## src/logic/pllcg_pkg.sv

```systemverilog
// constants, field layouts and carrier types of the pll clock generator
package pllcg_pkg;
   // ----------------------------------------
   // register byte offsets
   // ----------------------------------------
   localparam logic [2:0] OFF_CTRL = 3'h0; // enable, flag, on, select, p, e
   localparam logic [2:0] OFF_BW = 3'h1; // auto, lock, filter mode
   localparam logic [2:0] OFF_MULT_LO = 3'h2; // feedback modulo n, low byte
   localparam logic [2:0] OFF_MULT_HI = 3'h3; // feedback modulo n, high nibble
   localparam logic [2:0] OFF_VRS = 3'h4; // vco linear range factor l
   localparam logic [2:0] OFF_RDIV = 3'h5; // reference divider r
   localparam logic [2:0] OFF_CFG = 3'h6; // stop-mode osc, raw osc source
   // ----------------------------------------
   // field positions
   // ----------------------------------------
   localparam int CTRL_IE = 7;
   localparam int CTRL_FLAG = 6;
   localparam int CTRL_ON = 5;
   localparam int CTRL_BCS = 4;
   localparam int CTRL_P = 2; // two bits from here
   localparam int CTRL_E = 0; // two bits from here
   localparam int BW_AUTO = 7;
   localparam int BW_LOCK = 6;
   localparam int BW_ACQ = 5;
   localparam int CFG_OSC_STOP = 0;
   localparam int CFG_RAW_OSC = 1;
   // ----------------------------------------
   // reset values and timing counts
   // ----------------------------------------
   localparam logic [11:0] RST_N = 12'h001;
   localparam logic [7:0] RST_L = 8'h00;
   localparam logic [3:0] RST_R = 4'h1;
   localparam logic [2:0] LOCK_RUNS = 3'h4; // good periods before lock
   localparam logic [16:0] F_NOM_KHZ = 17'h0007D; // 125 khz step
   // ----------------------------------------
   // carrier types
   // ----------------------------------------
   typedef struct packed {
      logic int_enable;
      logic int_flag;
      logic pll_on;
      logic base_sel;
      logic [1:0] p;
      logic [1:0] e;
      logic auto_bw;
      logic acq_manual;
      logic [11:0] n;
      logic [7:0] l;
      logic [3:0] r;
      logic osc_stop_en;
      logic raw_osc;
   } pllcg_regs_t;
   typedef enum logic {LD_ACQ, LD_TRACK} pllcg_ld_t;
endpackage

```

## src/logic/pllcg_top.sv

```systemverilog
// pll clock generator control: dividers, detectors, selector, registers
`timescale 1ns/100ps
// What this block does
// - base clock from osc/2 or vco/3
// - bus tick at half the base or raw oscillator rate
// - system clocks from base or raw oscillator
// - interrupt enable forced zero while auto off
// - flag and lock read zero while auto off
// - select held zero if pll off, l zero
// - programming registers read-only while pll on
// - pll on forced one while select set
// - reference divided by modulo r
// - vco prescaled by 2^p, then modulo n
// - phase detector emits up/down correction pulses
// - lock detector compares frequencies per reference tick
// - filter mode automatic or software controlled
// - interrupt on lock entry and exit
// - config bit keeps oscillator running in stop
// - center frequency equals l times 2^e times 125k, wrapped to 17 bits
// - reference is buffered oscillator, also timebase
// - filter mode reads 0 acquire, 1 track
// - lock follows tolerance in automatic mode
// - each lock toggle requests interrupt when enabled
module pllcg_top
(
   input wire logic sys_clk,
   input wire logic reset,
   input wire logic osc_clock, // oscillator pin, asynchronous
   input wire logic vco_clock, // vco output, asynchronous
   input wire logic stop_mode, // device in stop mode
   input wire logic [2:0] addr,
   input wire logic [7:0] wdata,
   input wire logic wr_en,
   input wire logic rd_en,
   output logic [7:0] rdata,
   output logic base_clock_out, // one pulse per base clock period
   output logic bus_clock_tick, // one pulse per bus clock period
   output logic pll_ref_clock, // buffered oscillator edge
   output logic timebase_clock, // oscillator edge to timebase
   output logic final_ref_clock,
   output logic vco_feedback_clock,
   output logic pd_up, // correction pulse, speed up
   output logic pd_down, // correction pulse, slow down
   output logic filter_track, // loop filter in tracking mode
   output logic pll_irq, // interrupt request level
   output logic osc_enable, // oscillator power
   output logic [16:0] vco_center_khz
);
   // ----------------------------------------
   // pin synchronisers
   // ----------------------------------------
   logic osc_meta, osc_sync, osc_prev; // meta read only by sync
   logic vco_meta, vco_sync, vco_prev;
   logic osc_tick, vco_tick;
   // two flops before any logic, then an edge detector
   always_ff @(posedge sys_clk)
   begin
      osc_meta <= osc_clock;
      osc_sync <= osc_meta;
      osc_prev <= osc_sync;
      vco_meta <= vco_clock;
      vco_sync <= vco_meta;
      vco_prev <= vco_sync;
   end
   assign osc_tick = osc_sync & ~osc_prev;
   assign vco_tick = vco_sync & ~vco_prev;

   // ----------------------------------------
   // register file
   // ----------------------------------------
   pllcg_pkg::pllcg_regs_t regs, next_regs;
   logic lock, next_lock; // lock indicator
   logic lock_chg; // lock toggled this cycle
   logic [7:0] next_rdata;
   logic wr_ctrl;
   assign wr_ctrl = wr_en && addr == pllcg_pkg::OFF_CTRL;
   // write decode with the interlocks between bits
   always_comb
   begin
      next_regs = regs;
      if (wr_ctrl)
      begin
         next_regs.int_enable = wdata[pllcg_pkg::CTRL_IE];
         // pll on cannot drop while the vco drives base clock
         next_regs.pll_on = regs.base_sel | wdata[pllcg_pkg::CTRL_ON];
         // select only writable when pll on and range nonzero
         next_regs.base_sel = wdata[pllcg_pkg::CTRL_BCS];
         if (!regs.pll_on)
         begin
            next_regs.p = wdata[pllcg_pkg::CTRL_P +: 2];
            next_regs.e = wdata[pllcg_pkg::CTRL_E +: 2];
         end
      end
      if (wr_en && !regs.pll_on)
      begin
         unique case (addr)
            pllcg_pkg::OFF_MULT_LO: next_regs.n[7:0] = wdata;
            pllcg_pkg::OFF_MULT_HI: next_regs.n[11:8] = wdata[3:0];
            pllcg_pkg::OFF_VRS: next_regs.l = wdata;
            pllcg_pkg::OFF_RDIV: next_regs.r = wdata[3:0];
            default: ; // other offsets handled elsewhere
         endcase
      end
      if (wr_en && addr == pllcg_pkg::OFF_BW)
      begin
         next_regs.auto_bw = wdata[pllcg_pkg::BW_AUTO];
         // filter mode bit read-only in automatic mode
         if (!wdata[pllcg_pkg::BW_AUTO] && !regs.auto_bw)
            next_regs.acq_manual = wdata[pllcg_pkg::BW_ACQ];
      end
      if (wr_en && addr == pllcg_pkg::OFF_CFG)
      begin
         next_regs.osc_stop_en = wdata[pllcg_pkg::CFG_OSC_STOP];
         next_regs.raw_osc = wdata[pllcg_pkg::CFG_RAW_OSC];
      end
      // write one to acknowledge, a new toggle wins over it
      if (wr_ctrl && wdata[pllcg_pkg::CTRL_FLAG])
         next_regs.int_flag = 1'b0;
      if (lock_chg && regs.auto_bw)
         next_regs.int_flag = 1'b1;
      // forced values, stronger than any write
      if (!regs.pll_on || regs.l == 8'h00)
         next_regs.base_sel = 1'b0;
      if (!next_regs.pll_on)
         next_regs.base_sel = 1'b0;
      if (!next_regs.auto_bw)
      begin
         next_regs.int_enable = 1'b0;
         next_regs.int_flag = 1'b0;
      end
   end
   // read mux, data one cycle after the strobe
   always_comb
   begin
      next_rdata = 8'h00;
      if (rd_en)
      begin
         unique case (addr)
            pllcg_pkg::OFF_CTRL: next_rdata = {regs.int_enable,
               regs.int_flag, regs.pll_on, regs.base_sel, regs.p, regs.e};
            pllcg_pkg::OFF_BW: next_rdata = {regs.auto_bw,
               lock & regs.auto_bw, filter_track, 5'h00};
            pllcg_pkg::OFF_MULT_LO: next_rdata = regs.n[7:0];
            pllcg_pkg::OFF_MULT_HI: next_rdata = {4'h0, regs.n[11:8]};
            pllcg_pkg::OFF_VRS: next_rdata = regs.l;
            pllcg_pkg::OFF_RDIV: next_rdata = {4'h0, regs.r};
            pllcg_pkg::OFF_CFG: next_rdata = {6'h00, regs.raw_osc,
               regs.osc_stop_en};
            default: next_rdata = 8'h00; // unmapped reads zero
         endcase
      end
   end
   // register the file; reset leaves the pll off on oscillator
   always_ff @(posedge sys_clk)
   begin
      if (reset)
      begin
         regs <= '0;
         regs.n <= pllcg_pkg::RST_N;
         regs.l <= pllcg_pkg::RST_L;
         regs.r <= pllcg_pkg::RST_R;
         rdata <= 8'h00;
      end
      else
      begin
         regs <= next_regs;
         rdata <= next_rdata;
      end
   end

   // ----------------------------------------
   // pll dividers and phase detector
   // ----------------------------------------
   logic [3:0] rcnt, next_rcnt;
   logic [2:0] pcnt, next_pcnt;
   logic [11:0] ncnt, next_ncnt;
   logic ref_t, fb_t, pcl_t; // divider output events
   logic next_up, next_down;
   logic [2:0] pmax;
   assign pmax = 3'(({1'b0, 2'b0} | 3'h1) << regs.p) - 3'h1;
   // dividers count only while the pll is on
   always_comb
   begin
      next_rcnt = rcnt;
      next_pcnt = pcnt;
      next_ncnt = ncnt;
      ref_t = 1'b0;
      pcl_t = 1'b0;
      fb_t = 1'b0;
      if (osc_tick)
      begin
         // r of zero behaves as one, no stuck divider
         if (rcnt + 4'h1 >= regs.r)
         begin
            next_rcnt = 4'h0;
            ref_t = 1'b1;
         end
         else
            next_rcnt = rcnt + 4'h1;
      end
      if (vco_tick)
      begin
         if (pcnt == pmax)
         begin
            next_pcnt = 3'h0;
            pcl_t = 1'b1;
         end
         else
            next_pcnt = pcnt + 3'h1;
      end
      if (pcl_t)
      begin
         if (ncnt + 12'h001 >= regs.n)
         begin
            next_ncnt = 12'h000;
            fb_t = 1'b1;
         end
         else
            next_ncnt = ncnt + 12'h001;
      end
      if (!regs.pll_on)
      begin
         next_rcnt = 4'h0;
         next_pcnt = 3'h0;
         next_ncnt = 12'h000;
         ref_t = 1'b0;
         fb_t = 1'b0;
      end
      // leading edge raises its side; the lagging edge clears it and
      // never raises its own, so the width tracks the phase gap
      next_up = (pd_up | ref_t) & ~(pd_down | fb_t);
      next_down = (pd_down | fb_t) & ~(pd_up | ref_t);
   end
   always_ff @(posedge sys_clk)
   begin
      if (reset)
      begin
         rcnt <= 4'h0;
         pcnt <= 3'h0;
         ncnt <= 12'h000;
         pd_up <= 1'b0;
         pd_down <= 1'b0;
         final_ref_clock <= 1'b0;
         vco_feedback_clock <= 1'b0;
      end
      else
      begin
         rcnt <= next_rcnt;
         pcnt <= next_pcnt;
         ncnt <= next_ncnt;
         pd_up <= next_up;
         pd_down <= next_down;
         final_ref_clock <= ref_t;
         vco_feedback_clock <= fb_t;
      end
   end

   // ----------------------------------------
   // lock detector and filter mode
   // ----------------------------------------
   pllcg_pkg::pllcg_ld_t ld_st, next_ld_st;
   logic [1:0] fb_seen, next_fb_seen; // feedback events this period
   logic [2:0] good, next_good; // consecutive matching periods
   logic next_track;
   // one feedback per reference period means frequencies match
   always_comb
   begin
      next_ld_st = ld_st;
      next_good = good;
      next_fb_seen = fb_seen;
      if (fb_t && fb_seen != 2'h3)
         next_fb_seen = fb_seen + 2'h1;
      if (ref_t)
      begin
         next_fb_seen = {1'b0, fb_t};
         if (fb_seen == 2'h1 && good != pllcg_pkg::LOCK_RUNS)
            next_good = good + 3'h1;
         else if (fb_seen != 2'h1)
            next_good = 3'h0;
      end
      unique case (ld_st)
         pllcg_pkg::LD_ACQ:
            if (next_good == pllcg_pkg::LOCK_RUNS)
               next_ld_st = pllcg_pkg::LD_TRACK;
         pllcg_pkg::LD_TRACK:
            if (next_good == 3'h0)
               next_ld_st = pllcg_pkg::LD_ACQ;
      endcase
      if (!regs.pll_on)
      begin
         next_ld_st = pllcg_pkg::LD_ACQ;
         next_good = 3'h0;
         next_fb_seen = 2'h0;
      end
      next_lock = next_ld_st == pllcg_pkg::LD_TRACK;
      // automatic follows the detector, manual follows software
      next_track = regs.auto_bw ? next_lock : regs.acq_manual;
   end
   assign lock_chg = next_lock != lock;
   always_ff @(posedge sys_clk)
   begin
      if (reset)
      begin
         ld_st <= pllcg_pkg::LD_ACQ;
         good <= 3'h0;
         fb_seen <= 2'h0;
         lock <= 1'b0;
         filter_track <= 1'b0;
      end
      else
      begin
         ld_st <= next_ld_st;
         good <= next_good;
         fb_seen <= next_fb_seen;
         lock <= next_lock;
         filter_track <= next_track;
      end
   end

   // ----------------------------------------
   // base clock selector and system clocks
   // ----------------------------------------
   logic [1:0] bcnt, next_bcnt;
   logic base_t, src_t, bus_ph, next_bus_ph;
   logic sel_d; // select of last cycle, restarts divider on change
   // osc/2 or vco/3; a select change restarts the divider at any point in its period
   always_comb
   begin
      base_t = 1'b0;
      next_bcnt = bcnt;
      if (regs.base_sel ? vco_tick : osc_tick)
      begin
         if (bcnt == (regs.base_sel ? 2'h2 : 2'h1))
         begin
            next_bcnt = 2'h0;
            base_t = 1'b1;
         end
         else
            next_bcnt = bcnt + 2'h1;
      end
      if (sel_d != regs.base_sel)
         next_bcnt = 2'h0;
      src_t = regs.raw_osc ? osc_tick : base_t;
      next_bus_ph = src_t ? ~bus_ph : bus_ph;
   end
   always_ff @(posedge sys_clk)
   begin
      if (reset)
      begin
         bcnt <= 2'h0;
         sel_d <= 1'b0;
         bus_ph <= 1'b0;
         base_clock_out <= 1'b0;
         bus_clock_tick <= 1'b0;
         pll_ref_clock <= 1'b0;
         timebase_clock <= 1'b0;
         pll_irq <= 1'b0;
         osc_enable <= 1'b1;
         vco_center_khz <= 17'h00000;
      end
      else
      begin
         bcnt <= next_bcnt;
         sel_d <= regs.base_sel;
         bus_ph <= next_bus_ph;
         base_clock_out <= base_t;
         bus_clock_tick <= src_t & bus_ph;
         pll_ref_clock <= osc_tick;
         timebase_clock <= osc_tick;
         pll_irq <= regs.int_flag & regs.int_enable;
         osc_enable <= ~stop_mode | regs.osc_stop_en;
         vco_center_khz <= 17'(({9'h000, regs.l} << regs.e)
            * pllcg_pkg::F_NOM_KHZ);
      end
   end
endmodule

```

## config.mk

```make
export PLATFORM = sky130hd
export DESIGN_NAME = pllcg_top
export DESIGN_NICKNAME = d
export VERILOG_FILES = /design/src/logic/pllcg_pkg.sv /design/src/logic/pllcg_top.sv
export SDC_FILE = /design/constraint.sdc
export NUM_CORES = 1
export LEC_CHECK = 0
export BUFFER_PORTS_ARGS = -buffer_cell sky130_fd_sc_hd__clkbuf_2
export CORE_MARGIN = 3
export CORE_UTILIZATION = 60
export CTS_CLUSTER_DIAMETER = 50
export DETAILED_ROUTE_END_ITERATION = 6
export GPL_ROUTABILITY_DRIVEN = 1
export PLACE_DENSITY = 0.84
export SYNTH_ARGS = -nofsm -noshare
export SYNTH_HDL_FRONTEND = slang
export SYNTH_SLANG_ARGS = --single-unit
```

## constraint.sdc

```tcl
create_clock -name sys_clk -period 12 [get_ports sys_clk]
set_clock_uncertainty 0.05 [all_clocks]
set_input_delay 0.6 -clock sys_clk [delete_from_list [all_inputs] [get_ports sys_clk]]
set_output_delay 0.6 -clock sys_clk [all_outputs]
set_load 0.02 [all_outputs]
```

==> summary.txt <==
Yosys
  • Post-synth top area cell: dfxtp_1
  • Net Count, Synth: 892
  • Synthesized area: 6890 um2
  • Synth top area share: 30.8%
  • Synth area leaders: dfxtp_1 (31%), ha_1 (11%), fa_1 (9.3%), mux2i_1 (7.3%), nor2_1 (5.9%)
  • Sequential element share of the synthesized area: 30.8%
  • Post-synth ARST share: 0%
  • Cells after Synth: 780
  • Yosys reg bits: 106
  • Synthesis Warnings: 0
  • Count of different cell masters after synthesis: 67
  • EDFF count, synth: 0
  • Average cell area after synthesis: 8.84 um2
  • Commonest cells post-synth: nor2_1 (108), dfxtp_1 (106), inv_1 (88), ha_1 (62), mux2i_1 (50)
  • Dominant cell by count in the synthesized netlist: nor2_1
  • Main flop type after synthesis: dfxtp_1

Setup path
  • CP bufs+invs: 3
  • Crit end category: flip-flop
  • Slowest CP cell: dfxtp_1
  • Setup crit start kind: flip-flop
  • Crit-path max cell delay: 670 ps
  • Crit-path max FO: 14
  • Crit-path cells: mux2_2 > o21ai_0 > inv_1 > fa_1 > fa_1 > inv_1 > fa_1 > inv_1 > ha_1 > ha_1 > nor3_1 > nand2_1 > a2111oi_0 > nor3_1 > xnor2_1 > nor2_1
  • CP top delay family: adder cells
  • Crit path kind: flip-flop to flip-flop
  • Critical R2R Launch: regs[28]
  • Crit path from: regs[28]
  • CP Data Required Time: 12170 ps
  • Worst Path Arrival: 5500 ps

Final layout
  • Fin area: 7530 um2
  • Final std cells w/o fill: 962
  • Share of layout cells above drive strength 1: 10.7%
  • NumNets Final: 930
  • Layout Area Growth over Synthesis: 9.26%
  • Diodes inserted: 0

Clock tree
  • Clock sink count: 106
  • Hold Buf Count CTS: 0
  • Clock transition at path regs: 70 ps
  • Clock Path Buffers: 2
  • CTS buffer count: 9
  • # Post-CTS Setup Buffers: 0
  • Insertion delay to the later sink of the worst-skew pair: 360 ps
  • Post-CTS Resized: 0
  • CTS tree: built
  • Root buf cell: clkbuf_16
  • H-tree Lvls: 3

Timing
  • Tmin final: 5320 ps
  • Period utilisation layout: 44.4%
  • Relative slew slack: 42.1%
  • Max Clk Rate: 188 MHz
  • Worst hold margin: 281 ps
  • Max Transition Viols Final: 0
  • Final setup fails: 0
  • Final count of hold timing violations: 0
  • Setup TNS: 0 ps
  • Slew @ Worst Pin: 865 ps
  • RSZ-0062 raised after global routing: no

Flow run
  • Max_cap viols: 0

Drt
  • Vias/cell: 5.85
  • WL/cell: 16.4 um
  • Total number of vias: 5624
  • Final wirelength: 15800 um
  • # DRC: 1
  • Initial DRT Pass Iterations: 7
  • Post-route ant nets: 0
  • Initial DRC Count: 448

Floorplan
  • Die outline height: 113 um
  • Starting Density: 62.5%
  • Die area: 12800 um2
  • Top-Level Pins: 54
  • Row count: 38
  • Core box area: 11000 um2
  • Die X: 113 um

Power and ir drop
  • Max rail drop VDD: 0.115 mV
  • Cell Pwr Density: 103 nW/um2
  • Leak: 0.00344 uW

Min path
  • HP Class: flip-flop to flip-flop
  • Hold_sp: vco_meta

Place
  • Port Buffers: 53
  • Routability cong.: 0.863
  • Placed Cells: 947
  • Area after DPL: 7230 um2
  • DP Wirelength: 12100 um

Run status
  • Failing checks: DRC
  • Status: complete, but fails checks

GRT
  • Largest net degree at the start of global routing: 70
  • Vias in the first global route: 5628
  • Antenna violations before repair: 0
  • Overflow left after global routing: 0
  • Tot GR Track Use: 25.9%
  • First-pass GRT wire length: 27100 um
## metal layers
layer	wire length, um	GRT usage, %	share of wire [%]
met3	890	5.45	5.6
met2	7600	42.9	48
met1	6960	34.1	44
met5	0	0	0
met4	318	7.93	2.0
## per-stage QoR
| step | setup WS, ps | util (%) | power [uW] |
|---|---|---|---|
| floorplan | 7070 | - | 446 |
| global placement | 6870 | 65.5 | 470 |
| detailed placement | 6700 | 65.5 | 475 |
| CTS | 6670 | 68.3 | 775 |
| global route | 6290 | 68.3 | 804 |
| finish | 6680 | 68.3 | 774 |
## worst reg2reg max path, delay by kind of cell (launching register included)
kind,cells,cell delay [ps]
AND/OR/NAND/NOR,4,660
flip-flops,1,670
adder cells (fa/ha/maj),5,2140
buffers and inverters,3,340
XOR/XNOR,1,170
AO/OA/AOI/OAI,2,760
multiplexers,1,410
## registers in the layout, summed over array words and instances, names as in the netlist, 2 cells and up
register / cells
regs: 36
rdata: 8
vco_center_khz: 17
good: 3
rcnt: 4
pcnt: 3
ncnt: 12
fb_seen: 2
bcnt: 2
## report_power, final
group	switching [uW]	internal, uW
clock network	133	173
registers	6.04	360
logic	64.6	37.1
total	204	571
## worst paths after layout
| kind | to | slack, ps | cells past startpoint |
|---|---|---|---|
| max | vco_center_khz[16] | 6680 | 16 |
| min | vco_sync | 280 | 0 |
| max reg2reg | vco_center_khz[16] | 6680 | 16 |
| min reg2reg | vco_sync | 280 | 0 |
## placed cells by master, fill, tap and decap left out, drive strengths merged, types with 3 or more instances in the layout
master   instances
nor3            16
a41oi            3
a22oi            3
a311oi           4
a21o             5
a31o             3
nor4             4
dfxtp          106
nand4            4
and2             5
a31oi            9
inv             89
a2111oi          4
o21ai           22
nor2           109
nand3b           6
mux2             5
nand2           46
nand2b           5
xnor2           16
or2              5
a21boi           3
fa              32
and3            13
ha              62
o211ai           3
mux2i           50
clkbuf          65
nor2b           15
a32o             4
a211oi          11
nand3           17
o21a             6
a21oi           29
xor2            11
## final cells by class
cell class | count | area, um2
Sequential cell | 106 | 2120
Clock buffer | 12 | 256
Multi-Input combinational cell | 558 | 4320
Timing Repair Buffer | 55 | 280
Tap cell | 140 | 175
Inverter | 88 | 330
Fill cell | 855 | 3500
Clock inverter | 3 | 47.5
## cells by family after synthesis
| kind of cell | Yosys count | synth area share [%] |
|---|---|---|
| muxes | 55 | 8.08 |
| adders and majority gates | 94 | 20.5 |
| AOI/OAI and AO/OA | 125 | 12.9 |
| and+or+nand+nor | 257 | 17.7 |
| buffers and inverters | 116 | 6.55 |
| DFF | 106 | 30.8 |
| xor gates and xnor gates | 27 | 3.43 |
(Power assumes the default switching activity.)
